$ cat src/common/spi_host_cfg.svh
// constants for the serial flash host controller
// included by the host module, the flash model and the bench; definitions only
`ifndef SPI_HOST_CFG_SVH
`define SPI_HOST_CFG_SVH
// register byte offsets
`define REG_CTRL 12'h000
`define REG_CMD 12'h004
`define REG_ADDR 12'h008
`define REG_TXDATA 12'h00C
`define REG_COUNT 12'h010
`define REG_STATUS 12'h014
`define REG_RXDATA 12'h018
`define REG_DIV 12'h01C
// field positions
`define CTRL_START 0
`define STAT_BUSY 0
`define STAT_DONE 1
`define STAT_WIP 2
`define STAT_WEL 3
// reset values
`define DIV_RESET 8'h04
// opcodes
`define OP_WREN 8'h06
`define OP_WRITE_DISABLE_CMD 8'h04
`define OP_RDID 8'h9F
`define OP_RDSTAT 8'h05
`define OP_WRSTAT 8'h01
`define OP_LKWR 8'hE5
`define OP_LKRD 8'hE8
`define OP_READ 8'h03
`define OP_FREAD 8'h0B
`define OP_PGWR 8'h0A
`define OP_PGPRG 8'h02
`define OP_PGERS 8'hDB
`define OP_SSERS 8'h20
`define OP_SERS 8'hD8
`define OP_BERS 8'hC7
`define OP_DPD 8'hB9
`define OP_RDPD 8'hAB
// array geometry
`define ADDR_TOP 24'h07FFFF
`define PAGE_BYTES 9'h100
`define ID_BYTES_MAX 9'h014
// status register bit positions inside the device, and the top bit index of a byte
`define DEV_WIP_BIT 0
`define DEV_WEL_BIT 1
`define BYTE_BITS 3'h7
`endif

$ cat src/common/spi_host_pkg.sv
// types for the serial flash host controller
// constants come from spi_host_cfg.svh
package spi_host_pkg;
	// shape of one command in terms of its phases
	typedef struct packed {
		logic has_addr;
		logic has_dummy;
		logic data_in;
		logic data_out;
		logic needs_wel;
		logic valid;
	} cmd_shape_t;
	// link pins driven by the host
	typedef struct packed {
		logic sel_n;
		logic sclk;
		logic mosi;
	} link_out_t;
	typedef enum logic [2:0] {
		ST_IDLE, ST_SEL, ST_LOW, ST_HIGH, ST_END, ST_GAP
	} host_state_t;
endpackage

$ cat src/hw/spi_flash_host.sv
// spi host that drives a 4Mbit serial flash over select, clock and data pins
// assumes an apb master for software, and the device sampling on rising sclk
//
// Functional notes
// - all bytes shift most significant bit first
// - first rising edge after select samples opcode
// - opcode then address, dummy, data per table
// - reads end by raising select anytime
// - modifying commands deselect on byte boundary
// - latch set is opcode only, then deselect
// - latch must be set before modifying commands
// - 03h three address; 0Bh adds dummy byte
// - 0Ah and 02h carry 1 to 256 bytes
// - E5h and E8h: address plus one byte
//
// Register access over APB and the register offsets are this design's own decisions.
`timescale 1ns/10ps
`include "spi_host_cfg.svh"

module spi_flash_host
	import spi_host_pkg::*;
#(
	parameter int DIV_W = 8
) (
	// clock and reset
	input wire logic pclk,
	input wire logic presetn,
	input wire logic clk_en,
	// apb slave
	input wire logic psel,
	input wire logic penable,
	input wire logic pwrite,
	input wire logic [11:0] paddr,
	input wire logic [31:0] pwdata,
	output logic [31:0] prdata,
	output logic pready,
	output logic pslverr,
	// flash link
	output logic flash_sel_n,
	output logic flash_sclk,
	output logic serial_in_pin,
	input wire logic flash_miso
);
	initial begin
		if (DIV_W < 2 || DIV_W > 8) $error("DIV_W must be 2..8");
	end

	// decode the phases of one opcode
	function automatic cmd_shape_t shape_of(input logic [7:0] op);
		cmd_shape_t s;
		s = '0;
		s.valid = 1'b1;
		case (op)
			`OP_WREN, `OP_WRITE_DISABLE_CMD, `OP_RDPD, `OP_DPD: ; // opcode only
			`OP_BERS: s.needs_wel = 1'b1; // software sends 06h first
			`OP_RDID, `OP_RDSTAT: s.data_in = 1'b1;
			`OP_WRSTAT: begin
				s.data_out = 1'b1;
				s.needs_wel = 1'b1;
			end
			`OP_READ, `OP_LKRD: begin
				s.has_addr = 1'b1;
				s.data_in = 1'b1;
			end
			`OP_FREAD: begin
				s.has_addr = 1'b1;
				s.has_dummy = 1'b1;
				s.data_in = 1'b1;
			end
			`OP_LKWR, `OP_PGWR, `OP_PGPRG: begin
				s.has_addr = 1'b1;
				s.data_out = 1'b1;
				s.needs_wel = 1'b1;
			end
			`OP_PGERS, `OP_SSERS, `OP_SERS: begin
				s.has_addr = 1'b1;
				s.needs_wel = 1'b1;
			end
			default: s.valid = 1'b0;
		endcase
		return s;
	endfunction

	// software registers
	logic [7:0] cmd;
	logic [23:0] addr;
	logic [31:0] txdata;
	logic [8:0] count;
	logic [DIV_W-1:0] div;
	logic [31:0] rxdata;
	logic busy;
	logic done;
	logic bad_cmd;
	logic start_req;
	logic [7:0] last_status;
	// engine
	host_state_t state;
	logic [DIV_W-1:0] tick;
	logic [7:0] shreg;
	logic [2:0] bitn;
	logic [8:0] bytes_left;
	logic [1:0] phase; // 0 opcode 1 address 2 dummy 3 data
	logic [1:0] abyte;
	logic [1:0] dbyte;
	logic [2:0] miso_sync;
	cmd_shape_t shp;
	link_out_t lnk;

	assign shp = shape_of(cmd);

	wire apb_wr = psel && penable && pwrite && pready;
	wire apb_rd = psel && !penable && !pwrite;
	wire at_div = (tick == div);
	wire byte_end = (bitn == `BYTE_BITS);
	wire miso_bit = miso_sync[2];

	// apb answers every access one cycle after setup
	always_ff @(posedge pclk or negedge presetn) begin
		if (!presetn) begin
			pready <= 1'b0;
			pslverr <= 1'b0;
		end else if (clk_en) begin
			pready <= psel && !penable;
			pslverr <= psel && !penable && (paddr > `REG_DIV || paddr[1:0] != 2'h0);
		end
	end

	// register writes; start is ignored while a frame runs
	always_ff @(posedge pclk or negedge presetn) begin
		if (!presetn) begin
			cmd <= 8'h00;
			addr <= 24'h000000;
			txdata <= 32'h00000000;
			count <= 9'h001;
			div <= DIV_W'(`DIV_RESET);
			start_req <= 1'b0;
		end else if (clk_en) begin
			start_req <= 1'b0;
			if (apb_wr) begin
				case (paddr)
					`REG_CTRL: start_req <= pwdata[`CTRL_START] && !busy;
					`REG_CMD: cmd <= pwdata[7:0];
					`REG_ADDR: addr <= pwdata[23:0] & `ADDR_TOP; // wrap into array
					`REG_TXDATA: txdata <= pwdata;
					`REG_COUNT: count <= pwdata[8:0];
					`REG_DIV: div <= (pwdata[DIV_W-1:0] == '0) ? DIV_W'(1) : pwdata[DIV_W-1:0];
					default: ;
				endcase
			end
		end
	end

	// read mux, taken at the setup cycle
	always_ff @(posedge pclk or negedge presetn) begin
		if (!presetn) begin
			prdata <= 32'h00000000;
		end else if (clk_en && apb_rd) begin
			case (paddr)
				`REG_CMD: prdata <= {24'h000000, cmd};
				`REG_ADDR: prdata <= {8'h00, addr};
				`REG_TXDATA: prdata <= txdata;
				`REG_COUNT: prdata <= {23'h000000, count};
				`REG_STATUS: prdata <= {27'h0, bad_cmd, last_status[`DEV_WEL_BIT],
					last_status[`DEV_WIP_BIT], done, busy};
				`REG_RXDATA: prdata <= rxdata;
				`REG_DIV: prdata <= {{(32-DIV_W){1'b0}}, div};
				default: prdata <= 32'h00000000;
			endcase
		end
	end

	// three-stage sampling of the returning data pin
	always_ff @(posedge pclk or negedge presetn) begin
		if (!presetn) begin
			miso_sync <= 3'h0;
		end else if (clk_en) begin
			miso_sync <= {miso_sync[1:0], flash_miso};
		end
	end

	// frame engine: sclk idles low, data changes on falling edges
	always_ff @(posedge pclk or negedge presetn) begin
		if (!presetn) begin
			state <= ST_IDLE;
			lnk <= '{sel_n: 1'b1, sclk: 1'b0, mosi: 1'b0};
			tick <= '0;
			shreg <= 8'h00;
			bitn <= 3'h0;
			bytes_left <= 9'h000;
			phase <= 2'h0;
			abyte <= 2'h0;
			dbyte <= 2'h0;
			busy <= 1'b0;
			done <= 1'b0;
			bad_cmd <= 1'b0;
			rxdata <= 32'h00000000;
			last_status <= 8'h00;
		end else if (clk_en) begin
			if (apb_wr && paddr == `REG_CTRL && pwdata[`CTRL_START])
				done <= 1'b0;
			tick <= at_div ? '0 : tick + 1'b1;
			case (state)
				ST_IDLE: begin
					tick <= '0;
					if (start_req) begin
						if (!shp.valid) begin
							bad_cmd <= 1'b1;
							done <= 1'b1;
						end else begin
							bad_cmd <= 1'b0;
							busy <= 1'b1;
							lnk.sel_n <= 1'b0;
							shreg <= cmd; // opcode first
							lnk.mosi <= cmd[7];
							bitn <= 3'h0;
							phase <= 2'h0;
							abyte <= 2'h2;
							dbyte <= 2'h3;
							bytes_left <= (count == 9'h000) ? 9'h001 :
								((shp.data_out || shp.data_in) && count > `PAGE_BYTES) ?
								`PAGE_BYTES : count;
							rxdata <= 32'h00000000;
							state <= ST_SEL;
						end
					end
				end
				ST_SEL: if (at_div) state <= ST_LOW;
				ST_LOW: if (at_div) begin
					lnk.sclk <= 1'b1; // device samples here
					shreg <= {shreg[6:0], miso_bit};
					state <= ST_HIGH;
				end
				ST_HIGH: if (at_div) begin
					lnk.sclk <= 1'b0;
					bitn <= bitn + 3'h1;
					state <= ST_LOW;
					if (byte_end) begin
						// whole bytes only, so select rises on a byte boundary
						if (phase == 2'h3 && shp.data_in) begin
							rxdata <= {rxdata[23:0], shreg};
							if (cmd == `OP_RDSTAT) last_status <= shreg;
						end
						if (phase == 2'h0 && shp.has_addr) begin
							phase <= 2'h1;
							shreg <= addr[23:16];
							lnk.mosi <= addr[23];
						end else if (phase == 2'h1 && abyte != 2'h0) begin
							abyte <= abyte - 2'h1;
							shreg <= (abyte == 2'h2) ? addr[15:8] : addr[7:0];
							lnk.mosi <= (abyte == 2'h2) ? addr[15] : addr[7];
						end else if (phase != 2'h3 && shp.has_dummy && phase != 2'h2) begin
							phase <= 2'h2;
							shreg <= 8'h00;
							lnk.mosi <= 1'b0;
						end else if (phase != 2'h3 && (shp.data_in || shp.data_out)) begin
							phase <= 2'h3;
							shreg <= txdata[31:24];
							lnk.mosi <= shp.data_out ? txdata[31] : 1'b0;
							dbyte <= 2'h2;
						end else if (phase == 2'h3 && bytes_left > 9'h001) begin
							bytes_left <= bytes_left - 9'h001;
							shreg <= txdata[8*dbyte +: 8];
							lnk.mosi <= shp.data_out ? txdata[8*dbyte+7] : 1'b0;
							dbyte <= dbyte - 2'h1;
						end else begin
							state <= ST_END; // reads end after the asked bytes
						end
					end else begin
						lnk.mosi <= shp.data_out || phase != 2'h3 ? shreg[7] : 1'b0;
					end
				end
				ST_END: if (at_div) begin
					lnk.sel_n <= 1'b1; // device acts on the command here
					state <= ST_GAP;
				end
				ST_GAP: if (at_div) begin
					busy <= 1'b0;
					done <= 1'b1;
					state <= ST_IDLE;
				end
				default: state <= ST_IDLE;
			endcase
		end
	end

	assign flash_sel_n = lnk.sel_n;
	assign flash_sclk = lnk.sclk;
	assign serial_in_pin = lnk.mosi;

	// count clock pulses per frame for the byte boundary check
	logic [11:0] pulses;
	always_ff @(posedge pclk or negedge presetn) begin
		if (!presetn) begin
			pulses <= 12'h000;
		end else if (clk_en) begin
			if (lnk.sel_n)
				pulses <= 12'h000;
			else if (state == ST_LOW && at_div)
				pulses <= pulses + 12'h001;
		end
	end

	a_byte_boundary: assert property (@(posedge pclk) disable iff (!presetn)
		$rose(flash_sel_n) |-> pulses[2:0] == 3'h0)
		else $error("select rose off a byte boundary");
	a_sclk_low_sel: assert property (@(posedge pclk) disable iff (!presetn)
		$fell(flash_sel_n) |-> !flash_sclk)
		else $error("sclk high when select fell");
	a_sel_sclk_idle: assert property (@(posedge pclk) disable iff (!presetn)
		$rose(flash_sel_n) |-> !flash_sclk ##1 !flash_sclk)
		else $error("sclk active at deselect");
	a_wren_len: assert property (@(posedge pclk) disable iff (!presetn)
		($rose(flash_sel_n) && cmd == `OP_WREN) |-> pulses == 12'h008)
		else $error("latch set frame not eight pulses");
	a_read_len: assert property (@(posedge pclk) disable iff (!presetn)
		($rose(flash_sel_n) && cmd == `OP_FREAD) |-> pulses >= 12'h028)
		else $error("fast read frame too short");
	a_erase_len: assert property (@(posedge pclk) disable iff (!presetn)
		($rose(flash_sel_n) && cmd == `OP_SERS) |-> pulses == 12'h020)
		else $error("sector erase frame not 32 pulses");
	a_bulk_len: assert property (@(posedge pclk) disable iff (!presetn)
		($rose(flash_sel_n) && cmd == `OP_BERS) |-> pulses == 12'h008)
		else $error("bulk erase frame not eight pulses");
	a_busy_done: assert property (@(posedge pclk) disable iff (!presetn)
		$fell(busy) |-> done && flash_sel_n)
		else $error("busy fell without done");
	a_addr_range: assert property (@(posedge pclk) disable iff (!presetn)
		(addr & ~`ADDR_TOP) == 24'h000000)
		else $error("address beyond array");
endmodule

$ cat config.mk
export PLATFORM = sky130hd
export DESIGN_NAME = spi_flash_host
export DESIGN_NICKNAME = d
export VERILOG_FILES = /design/src/common/spi_host_pkg.sv /design/src/hw/spi_flash_host.sv
export VERILOG_INCLUDE_DIRS = /design/src /design/src/common
export SDC_FILE = /design/constraint.sdc
export NUM_CORES = 1
export LEC_CHECK = 0
export BUFFER_PORTS_ARGS = -buffer_cell sky130_fd_sc_hd__buf_2
export CORE_ASPECT_RATIO = 0.7
export CORE_UTILIZATION = 25
export DETAILED_ROUTE_END_ITERATION = 16
export GPL_TIMING_DRIVEN = 0
export PLACE_DENSITY = 0.51
export SLEW_MARGIN = 25
export SYNTH_ARGS = -nofsm -noshare
export SYNTH_HDL_FRONTEND = slang
export SYNTH_SLANG_ARGS = --single-unit
$ cat constraint.sdc
create_clock -name pclk -period 5.41 [get_ports pclk]
set_clock_uncertainty 0.05 [all_clocks]
set_input_delay 0.8115 -clock pclk [delete_from_list [all_inputs] [get_ports pclk]]
set_output_delay 0.8115 -clock pclk [all_outputs]
set_load 0.02 [all_outputs]
==> results of run 1 <==
-- placed cells by master (no fill, tap or decap), types with 7 or more instances in the layout --
master	Yosys	final
mux4_2	8	8
o221ai_1	8	8
ha_1	7	7
inv_1	16	16
nor2_1	51	51
a31oi_1	7	7
nand2_1	139	139
clkbuf_16	0	17
clkbuf_1	57	57
mux2_2	85	85
o21ai_0	109	109
a21oi_1	37	37
mux2i_1	36	36
xor2_1	9	9
nand3_1	30	30
buf_2	1	86
o31ai_1	7	7
nor3_1	27	26
a22oi_1	21	21
dfrtp_1	188	188
nor4_1	11	11
-- metrics by stage --
step	instance area, sq um	util [%]	std cells	total power, mW	setup WS [ns]
after floorplan	9836	-	973	2.034	2.133
after global placement	10930	28.31	1586	2.296	0.06665
after detailed placement	11000	28.50	1588	2.310	1.067
after CTS	11640	30.17	1620	3.714	1.550
after global routing	11640	30.17	1620	3.863	1.402
final	11640	30.18	1621	3.687	1.569
-- final cells by class --
type	count	area (sq um)	area share, %
multi-input cells	703	4745	40.75
plain buffers	63	252.7	2.171
clock buffers	18	439.2	3.772
inverters	16	60.06	0.5158
repair buffers	88	495.5	4.255
clock inverters	14	206.4	1.773
well taps	527	659.4	5.663
diodes	1	2.502	0.02149
flip-flops and latches	191	4783	41.08
-- worst max-delay path: cells and delay by family --
family / cells / cell delay [ns]
buf+inv: 4 / 1.35
simple gates: 5 / 1.54
mux: 1 / 0.41
-- cells by family (layout without fill, tap and decap cells) --
logic type	after synthesis	in the layout	share of synthesized area (%)
compound gates	249	249	16.41
xor+xnor	10	10	0.8905
fa+ha+maj	7	7	0.8904
buf+inv	79	199	3.180
flops	191	191	48.63
mux	131	131	15.46
other cells	0	1	0
simple gates	306	306	14.54
-- power groups by stage --
stage	logic, mW	clock network, mW	registers (mW)
floorplan	0.456	0	1.58
global placement	0.699	0	1.60
detailed placement	0.712	0	1.60
CTS	0.713	1.43	1.57
global route	0.792	1.49	1.58
finish	0.723	1.39	1.57
-- how the worst max path moves through the flow --
stage / depth (start not counted) / from / slack, ns / end
3_3_place_gp: 1 / presetn / 0.07 / prdata[20]
5_1_grt: 10 / paddr[5] / 1.40 / addr[17]
3_5_place_dp: 10 / paddr[5] / 1.07 / addr[12]
6_report: 10 / paddr[5] / 1.57 / txdata[2]
4_1_cts: 10 / paddr[5] / 1.55 / addr[13]
2_1_floorplan: 9 / paddr[5] / 2.13 / addr[10]
-- metal layers --
layer,global-route usage [%],share of wire (%),wire length [um],vias to the layer above
li1,-,-,-,3783
met1,27.58,51,17770,4258
met2,23.12,39,13530,307
met3,5.050,8.9,3126,42
met4,5.491,1.9,657,0
met5,0,0,0,-
-- state kept, by name (all words and copies together), names as in the netlist, 9 cells and up --
signal and count:
prdata 32, rxdata 32, txdata 32, addr 19, bytes_left 9, count 9
==> metrics, run 1 <==
fillers=4088; via-per-instance ratio=5.176; Worst EP arrival=4.12 ns; CP max stage cell=clkbuf_1; layout cell share with drive strength beyond 1=21.04%; TritonCTS clock tree=built; hold crit path type=primary input to asynchronous set/reset pin; min Tclk post-route=3.841 ns; final-report hold violation count=0; CP Class=primary input to register; Sw Share=31.58%; Synth Instances=973; # IOs=between 80 and 90; DRT Wirelength=approximately 35 mm; Port-buffer cells=86; DRC viols=0; first-pass GRT wire length=52.85 mm; Flop pwr share=between 40% and 50%; largest cells by area after synthesis=dfrtp_1 (48%), mux2_2 (9.7%), o21ai_0 (5.5%); max-slew violations=0; crit-path max FO=10; Mapped Area=0.009836 sq mm; EDFF count, synth=0; switching power=about 1.2 mW; Synth top area share=47.83%; fin crit share=70.99%; count of final setup violators=0; R2R Path Start=cmd[7]; total number of H-tree levels=4; hold-fix buffer count after cts=0; worst endpoint required time=5.69 ns; gr ovfl total=0; die area=0.04015 sq mm; TritonCTS Buffers=17; CTS max path bufs=2; Max Cap Viol=0; top cells by count, synth=dfrtp_1 (188), nand2_1 (139), o21ai_0 (109), mux2_2 (85), clkbuf_1 (57); Post-synth top flop=dfrtp_1; VDD IR max=163.7 uV; Yosys cell types=about 70; initial antenna violation count=1; crit-path cells=buf_2 -> nor3_1 -> and4_1 -> clkbuf_1 -> nand2_1 -> or2_1 -> clkbuf_1 -> nor3_1 -> clkbuf_1 -> mux2_2; Post-CTS Setup Bufs=0; Area Overhead vs Synth=18.38%; cell mode on critical path=clkbuf_1; Initial Util=25.49%; Min Hold Slack=around 0.19 ns; vias post-DR=8390; final net count=approximately 1100; LEAKAGE=5.088 nW; r2r endpoint=shreg[5]; Iter 0 DRT Violations=755; Worst R2R Path Depth=9; Setup Total Neg Slack=0 ns; Comb power frac=19.6%; RSZ-0062 raised after global routing=no; Post-synth ARST share=100.0%; DR pass1 iterations=7; fmax=0.2604 GHz; Mapped Avg Cell Area=10.11 sq um; Cell Int Power=2.522 mW; post-CTS resize count=0; core area=0.03859 sq mm; Syn Nets=1031; DR WL/cell=21.64 um; worst-skew pair later-pin latency=0.45 ns; reg2reg setup slack=between 1.5 and 2 ns; most common cell in the netlist=dfrtp_1; synthesized flop and latch total=roughly 190; Die X=approximately 240 um; CP Capture Type=register; Worst-path clk slew=0.08 ns; largest net degree at the start of global routing=80; CTS Sinks=about 190; share of the yosys chip area belonging to registers=48.63%; Setup crit start kind=primary input; post-route antenna net violation count=0; Power Dens Cells=316.6 mW/mm^2; Global Route Usage Sum=17.80%; root buffer cell=clkbuf_16; GPL Wtd Cong=0.9182; die height=168.0 um; Slew HR=26.43%; vias in the first global route=between 8000 and 9000; HPWL after DPL=26.85 mm; Rows=60; worst-margin pin slew=1.095 ns; Synthesis Warnings=0; status=finished, final reports clean; Clk pwr share=37.7%; largest area contributor in the netlist=dfrtp_1; crit-path max cell delay=0.68 ns
No activity file was read; power rests on OpenSTA's default activity.
==> run 2: changes to the inputs <==
PLACE_DENSITY = 0.53   (was 0.51)
clock period = 3.4 ns   (was 5.41 ns; I/O delays follow)
==> run 2 against run 1 <==
Count of clock-buffer cells in the layout grew 1. Largest cell class unchanged. First-iteration DRC count increased by 16%. Clock power up 44%. Critical endpoint is now shreg[0]. Highest routed layer unchanged.
==> metrics, run 2 (synthesis gave the netlist of run 1 again) <==
layout cell share with drive strength beyond 1=22.50% (+1.5 points); Sw Share=32.08% (+0.50 points); worst endpoint required time=3.71 ns (-1.98 ns); fin crit share=96.87%; CTS Sinks=191 (unchanged); Flop pwr share=44.0% (+1.3 points); DRC viols=0 (unchanged); total number of H-tree levels=4 (unchanged); LEAKAGE=5.135 nW (+0.93%); RSZ-0062 raised after global routing=no; # IOs=88 (unchanged); VDD IR max=306.9 uV (+87%); largest net degree at the start of global routing=83 (+3.8%); Worst-path clk slew=0.07 ns (about the same); CP Class=register to register; TritonCTS clock tree=built; Global Route Usage Sum=17.58% (-0.21 points); DRT Wirelength=34.60 mm (-1.4%); Iter 0 DRT Violations=877 (+16%); status=finished, final reports clean; hold crit path type=primary input to register; Cell Int Power=3.860 mW (+53%); Port-buffer cells=86 (unchanged); vias post-DR=8441 (+0.61%); root buffer cell=clkbuf_16; Worst EP arrival=3.60 ns (-0.52 ns); Die X=239.1 um (unchanged); die height=168.0 um (unchanged); Comb power frac=20.8% (+1.2 points); most frequent cells in the layout=dfrtp_1 (188), nand2_1 (139), o21ai_0 (109), buf_2 (86), mux2_2 (85); Area Overhead vs Synth=18.65%; DR WL/cell=21.26 um (-1.7%); final net count=1143 (+0.44%); gr ovfl total=0 (unchanged); die area=0.04015 sq mm (unchanged); final-report hold violation count=0 (unchanged); post-route antenna net violation count=0 (unchanged); initial antenna violation count=3 (+2); fmax=a little over 0.3 GHz; count of final setup violators=0 (unchanged); DR pass1 iterations=6 (-1); worst-margin pin slew=0.8757 ns (-0.2194 ns); Setup crit start kind=register; CTS max path bufs=2 (unchanged); first-pass GRT wire length=52.17 mm (-1.3%); core area=0.03859 sq mm (unchanged); Max Cap Viol=0 (unchanged); switching power=1.823 mW (+57%); crit-path max FO=10 (unchanged); Power Dens Cells=487.0 mW/mm^2 (+54%); Clk pwr share=35.2% (-2.5 points); # placed instances=1588 (unchanged); TritonCTS Buffers=17 (unchanged); vias in the first global route=8042 (-2.0%); Largest regs=prdata: 32 flops, rxdata: 32 flops, txdata: 32 flops; Slew HR=41.08% (+15 points); max-slew violations=0 (unchanged); via-per-instance ratio=5.188 (+0.24%); CP Capture Type=register; worst-skew pair later-pin latency=0.45 ns (about the same); non-filler cells, final=1627 (+0.37%); Initial Util=25.49% (unchanged); Rows=60 (unchanged); min Tclk post-route=3.294 ns; GPL Wtd Cong=0.9502 (+3.5%); Core Util, Final=30.24% (+0.068 points); HPWL after DPL=26.70 mm (-0.56%); most common cell after layout, fill and taps aside=dfrtp_1
==> run 2: cell count changes in the layout (fill, tap and decap cells not counted), sizes merged <==
cell	change
dlygate4sd3	+1
diode	+1
inv	-2
bufinv	-2
clkbuf	+1
buf	+4
clkinv	+3
==> run 2: layout make-up <==
type	count	area, sq um
timing repair buffer	93	548.0
buffer	63	267.8
clock inverter	13	141.4
sequential	191	4783
clock buffer	19	432.9
inverter	16	60.06
tap	527	659.4
antenna	2	5.005
fill	4103	26920
multi-input combinational	703	4772
==> run 2: final timing paths <==
kind | startpoint | to | cells after the start | slack (ns)
setup / recovery | cmd[1] | shreg[0] | 9 | 0.11
hold / removal | pwdata[26] | txdata[26] | 2 | 0.24
setup reg to reg | cmd[1] | shreg[0] | 9 | 0.11
hold reg to reg | prdata[6] | prdata[6] | 1 | 0.42
max in group asynchronous | presetn | shreg[7] | 4 | 1.73
min in group asynchronous | presetn | cmd[0] | 2 | 0.49
==> run 2: what timing repair did <==
item | in CTS | in global routing
resized for setup | 8 | 17
setup buffers | 0 | 4
setup endpoints to repair | 69 | 62
endpoints found under the hold margin | 41 | 0
pin swaps | 1 | 1
hold buffers | 1 | 0
==> run 2: through the flow <==
step	area [sq um]	setup TNS, ns	setup WS (ns)	power, mW	hold slack [ns]
after floorplan	9836	0	0.3939	3.237	0.1644
after global placement	10930	-322.32	-1.577	3.647	0.4086
after detailed placement	11000	-26.18	-0.6580	3.668	0.3763
after CTS	11610	0	0.005565	5.690	0.2176
after global routing	11670	0	0.004200	5.947	0.2164
final	11670	0	0.1063	5.683	0.2387
==> run 2: power groups by stage <==
stage / clock network, mW / logic (mW) / registers (mW)
after global placement: 0 / 1.11 / 2.54
after floorplan: 0 / 0.726 / 2.51
after CTS: 2.06 / 1.14 / 2.50
after detailed placement: 0 / 1.13 / 2.54
final: 2.00 / 1.18 / 2.50
after global routing: 2.15 / 1.29 / 2.51
==> run 2: per-layer routing <==
layer  share of wire, %  global-route usage, %  vias to the layer above
met4                1.6                  4.654                        0
met2                 39                  22.97                      355
li1                   -                      -                     3807
met3                9.1                  4.329                       34
met5                  0                      0                        -
met1                 50                  27.86                     4245
==> run 2: critical path, stage by stage (launching register included) <==
cell and delay (ns):
dfrtp_1 0.37, buf_6 0.13, nor4bb_1 0.63, nand2_1 0.31
and3_1 0.35, a21boi_1 0.46, o41ai_4 0.21, or2_1 0.26
buf_6 0.15, o31ai_2 0.26
==> run 3: changes to the inputs <==
CORE_UTILIZATION = 50   (was 25)
PLACE_DENSITY = 0.72   (was 0.53)
==> run 3 against run 2 <==
Non-clock buffer count is 1 lower. Sequential power is essentially flat. Wire length shrank 10%. Register-to-register slack hardly changed. Die area fell by 50%.
==> metrics, run 3 (synthesis gave the netlist of run 1 again) <==
worst-skew pair later-pin latency=0.45 ns (about the same); DR pass1 iterations=7 (+1); cell family with most CP delay=simple AND/OR/NAND/NOR gates; Iter 0 DRT Violations=1067 (+22%); largest net degree at the start of global routing=92 (+11%); fin crit share=96.75% (-0.12 points); fmax=0.3040 GHz (+0.12%); LEAKAGE=5.115 nW (-0.39%); CP max stage cell=a21boi_0; die area=0.02025 sq mm (-50%); CP Capture Type=register; VDD IR max=350.4 uV (+14%); # IOs=88 (unchanged); TritonCTS Buffers=17 (unchanged); TritonCTS clock tree=built; core area=0.01908 sq mm (-51%); DRC viols=0 (unchanged); final-report hold violation count=0 (unchanged); layout cell share with drive strength beyond 1=22.15% (-0.34 points); root buffer cell=clkbuf_16; via-per-instance ratio=6.285 (+21%); gr ovfl total=0 (unchanged); Port-buffer cells=86 (unchanged); Sw Share=33.74% (+1.7 points); most frequent cells in the layout=dfrtp_1 (188), nand2_1 (139), o21ai_0 (108), buf_2 (86), mux2_2 (85); initial antenna violation count=3 (unchanged); most common cell after layout, fill and taps aside=dfrtp_1; CP Class=register to register; min Tclk post-route=3.290 ns (-0.004057 ns); r2r endpoint=shreg[3]; Slew HR=42.41% (+1.3 points); reg2reg setup slack=0.11 ns (about the same); Core Util, Final=59.33% (+29 points); vias in the first global route=8046 (+0.050%); Cell Int Power=3.741 mW (-3.1%); pre-CTS setup slack=-0.4743 ns (+0.1836 ns); count of final setup violators=0 (unchanged); Worst Setup EP=shreg[3]; Flop pwr share=44.2% (+0.2 points); Die X=169.6 um (-29%); total number of H-tree levels=4 (unchanged); Comb power frac=20.5% (-0.3 points); Global Route Usage Sum=32.36% (+15 points); max-slew violations=0 (unchanged); crit-path max cell delay=0.61 ns (-0.02 ns); die height=119.3 um (-29%); switching power=1.905 mW (+4.5%); Worst R2R Path Depth=9 (unchanged); CTS max path bufs=2 (unchanged); post-route antenna net violation count=0 (unchanged); Initial Util=51.56% (+26 points); first-pass GRT wire length=48.64 mm (-6.8%); fillers=1680 (-59%); CTS Sinks=191 (unchanged); DR WL/cell=22.88 um (+7.6%); Setup crit start kind=register; DRT Wirelength=31.14 mm (-10%); RSZ-0062 raised after global routing=no; Power Dens Cells=498.9 mW/mm^2 (+2.4%); worst endpoint required time=3.68 ns (-0.03 ns); antenna cells=0 (-2); Worst-path clk slew=0.08 ns (about the same); fin worst setup slack=0.1104 ns (+0.004057 ns); Worst Path Buf+Inv=2 (unchanged); crit-path cells=buf_6 -> nor4bb_1 -> nand2_1 -> and3_1 -> a21boi_0 -> o41ai_4 -> or2_1 -> buf_6 -> a22o_1; R2R Path Start=cmd[1]; instance count on the critical path=9 (unchanged); cell mode on critical path=buf_6; Rows=42 (-30%); crit path from=cmd[1]; hold crit path type=primary input to register; Clk pwr share=35.2% (about the same); HPWL after DPL=23.38 mm (-12%); worst-margin pin slew=0.8559 ns (-0.01974 ns); Largest regs=prdata: 32 flops, rxdata: 32 flops, txdata: 32 flops; vias post-DR=8554 (+1.3%); Max Cap Viol=0 (unchanged); status=finished, final reports clean; Worst EP arrival=3.57 ns (-0.03 ns); GPL Wtd Cong=0.9838 (+3.5%); final net count=1142 (-0.087%); Area Overhead vs Synth=15.06%; crit-path max FO=10 (unchanged)
## run 3: cell count changes in the layout (fill, tap and decap cells not counted), moves of 2 or more
cell | before | now
clkbuf_2 | 12 | 7
inv_8 | 0 | 5
clkbuf_1 | 47 | 50
clkinv_2 | 3 | 0
diode_2 | 2 | 0
bufinv_16 | 2 | 0
## run 3: worst min-delay path by stage
stage | startpoint | depth (start not counted) | end
after CTS | pwdata[21] | 2 | txdata[21]
after global placement | prdata[9] | 2 | prdata[9]
after floorplan | presetn | 0 | abyte[0]
final | pwdata[21] | 2 | txdata[21]
after global routing | pwdata[22] | 2 | txdata[22]
after detailed placement | presetn | 1 | tick[6]
## run 3: layer usage
metal | GRT usage (%) | wire, um
met2 | 41.96 | 12420
met3 | 9.106 | 3734
met5 | 0 | 0
met4 | 7.264 | 385
met1 | 52.05 | 14610
## run 3: layout make-up
| cell class | count | area [sq um] | area share (%) |
|---|---|---|---|
| plain buffers | 63 | 261.5 | 2.311 |
| multi-input cells | 703 | 4777 | 42.21 |
| clock inverters | 14 | 147.6 | 1.305 |
| inverters | 16 | 60.06 | 0.5307 |
| repair buffers | 92 | 528.0 | 4.666 |
| flip-flops and latches | 191 | 4783 | 42.27 |
| well taps | 264 | 330.3 | 2.919 |
| clock buffers | 18 | 429.2 | 3.792 |
## run 3: power groups by stage
stage | sequential (mW) | clock, mW | combinational [mW]
after floorplan | 2.51 | 0 | 0.726
after global placement | 2.53 | 0 | 1.08
after detailed placement | 2.53 | 0 | 1.11
after CTS | 2.49 | 2.00 | 1.11
after global routing | 2.51 | 2.09 | 1.26
final | 2.50 | 1.99 | 1.16
## run 3: stage by stage
step           std cells  total power, mW  hold WS (ns)  cell area [sq um]  TNS [ns]
3_3_place_gp        1323            3.615        0.4062              10600   -279.56
4_1_cts             1358            5.602        0.2386              11270         0
5_1_grt             1361            5.858        0.2400              11320         0
6_report            1361            5.646        0.2419              11320         0
3_5_place_dp        1325            3.642        0.3907              10670    -15.22
2_1_floorplan        973            3.237        0.1644               9836         0
## run 3: repair_timing
item	4_1_cts	5_1_grt
setup buffers	0	3
gates resized for setup	3	18
hold buffers	1	0
pin swaps	0	1
hold endpoints to repair	45	0
endpoints found under the setup margin	12	92
## run 3: worst register-to-register path, cell delays in order (launching register included)
cell	delay, ns
dfrtp_1	0.38
buf_6	0.13
nor4bb_1	0.52
nand2_1	0.29
and3_1	0.30
a21boi_0	0.62
o41ai_4	0.24
or2_1	0.27
buf_6	0.15
a22o_1	0.23
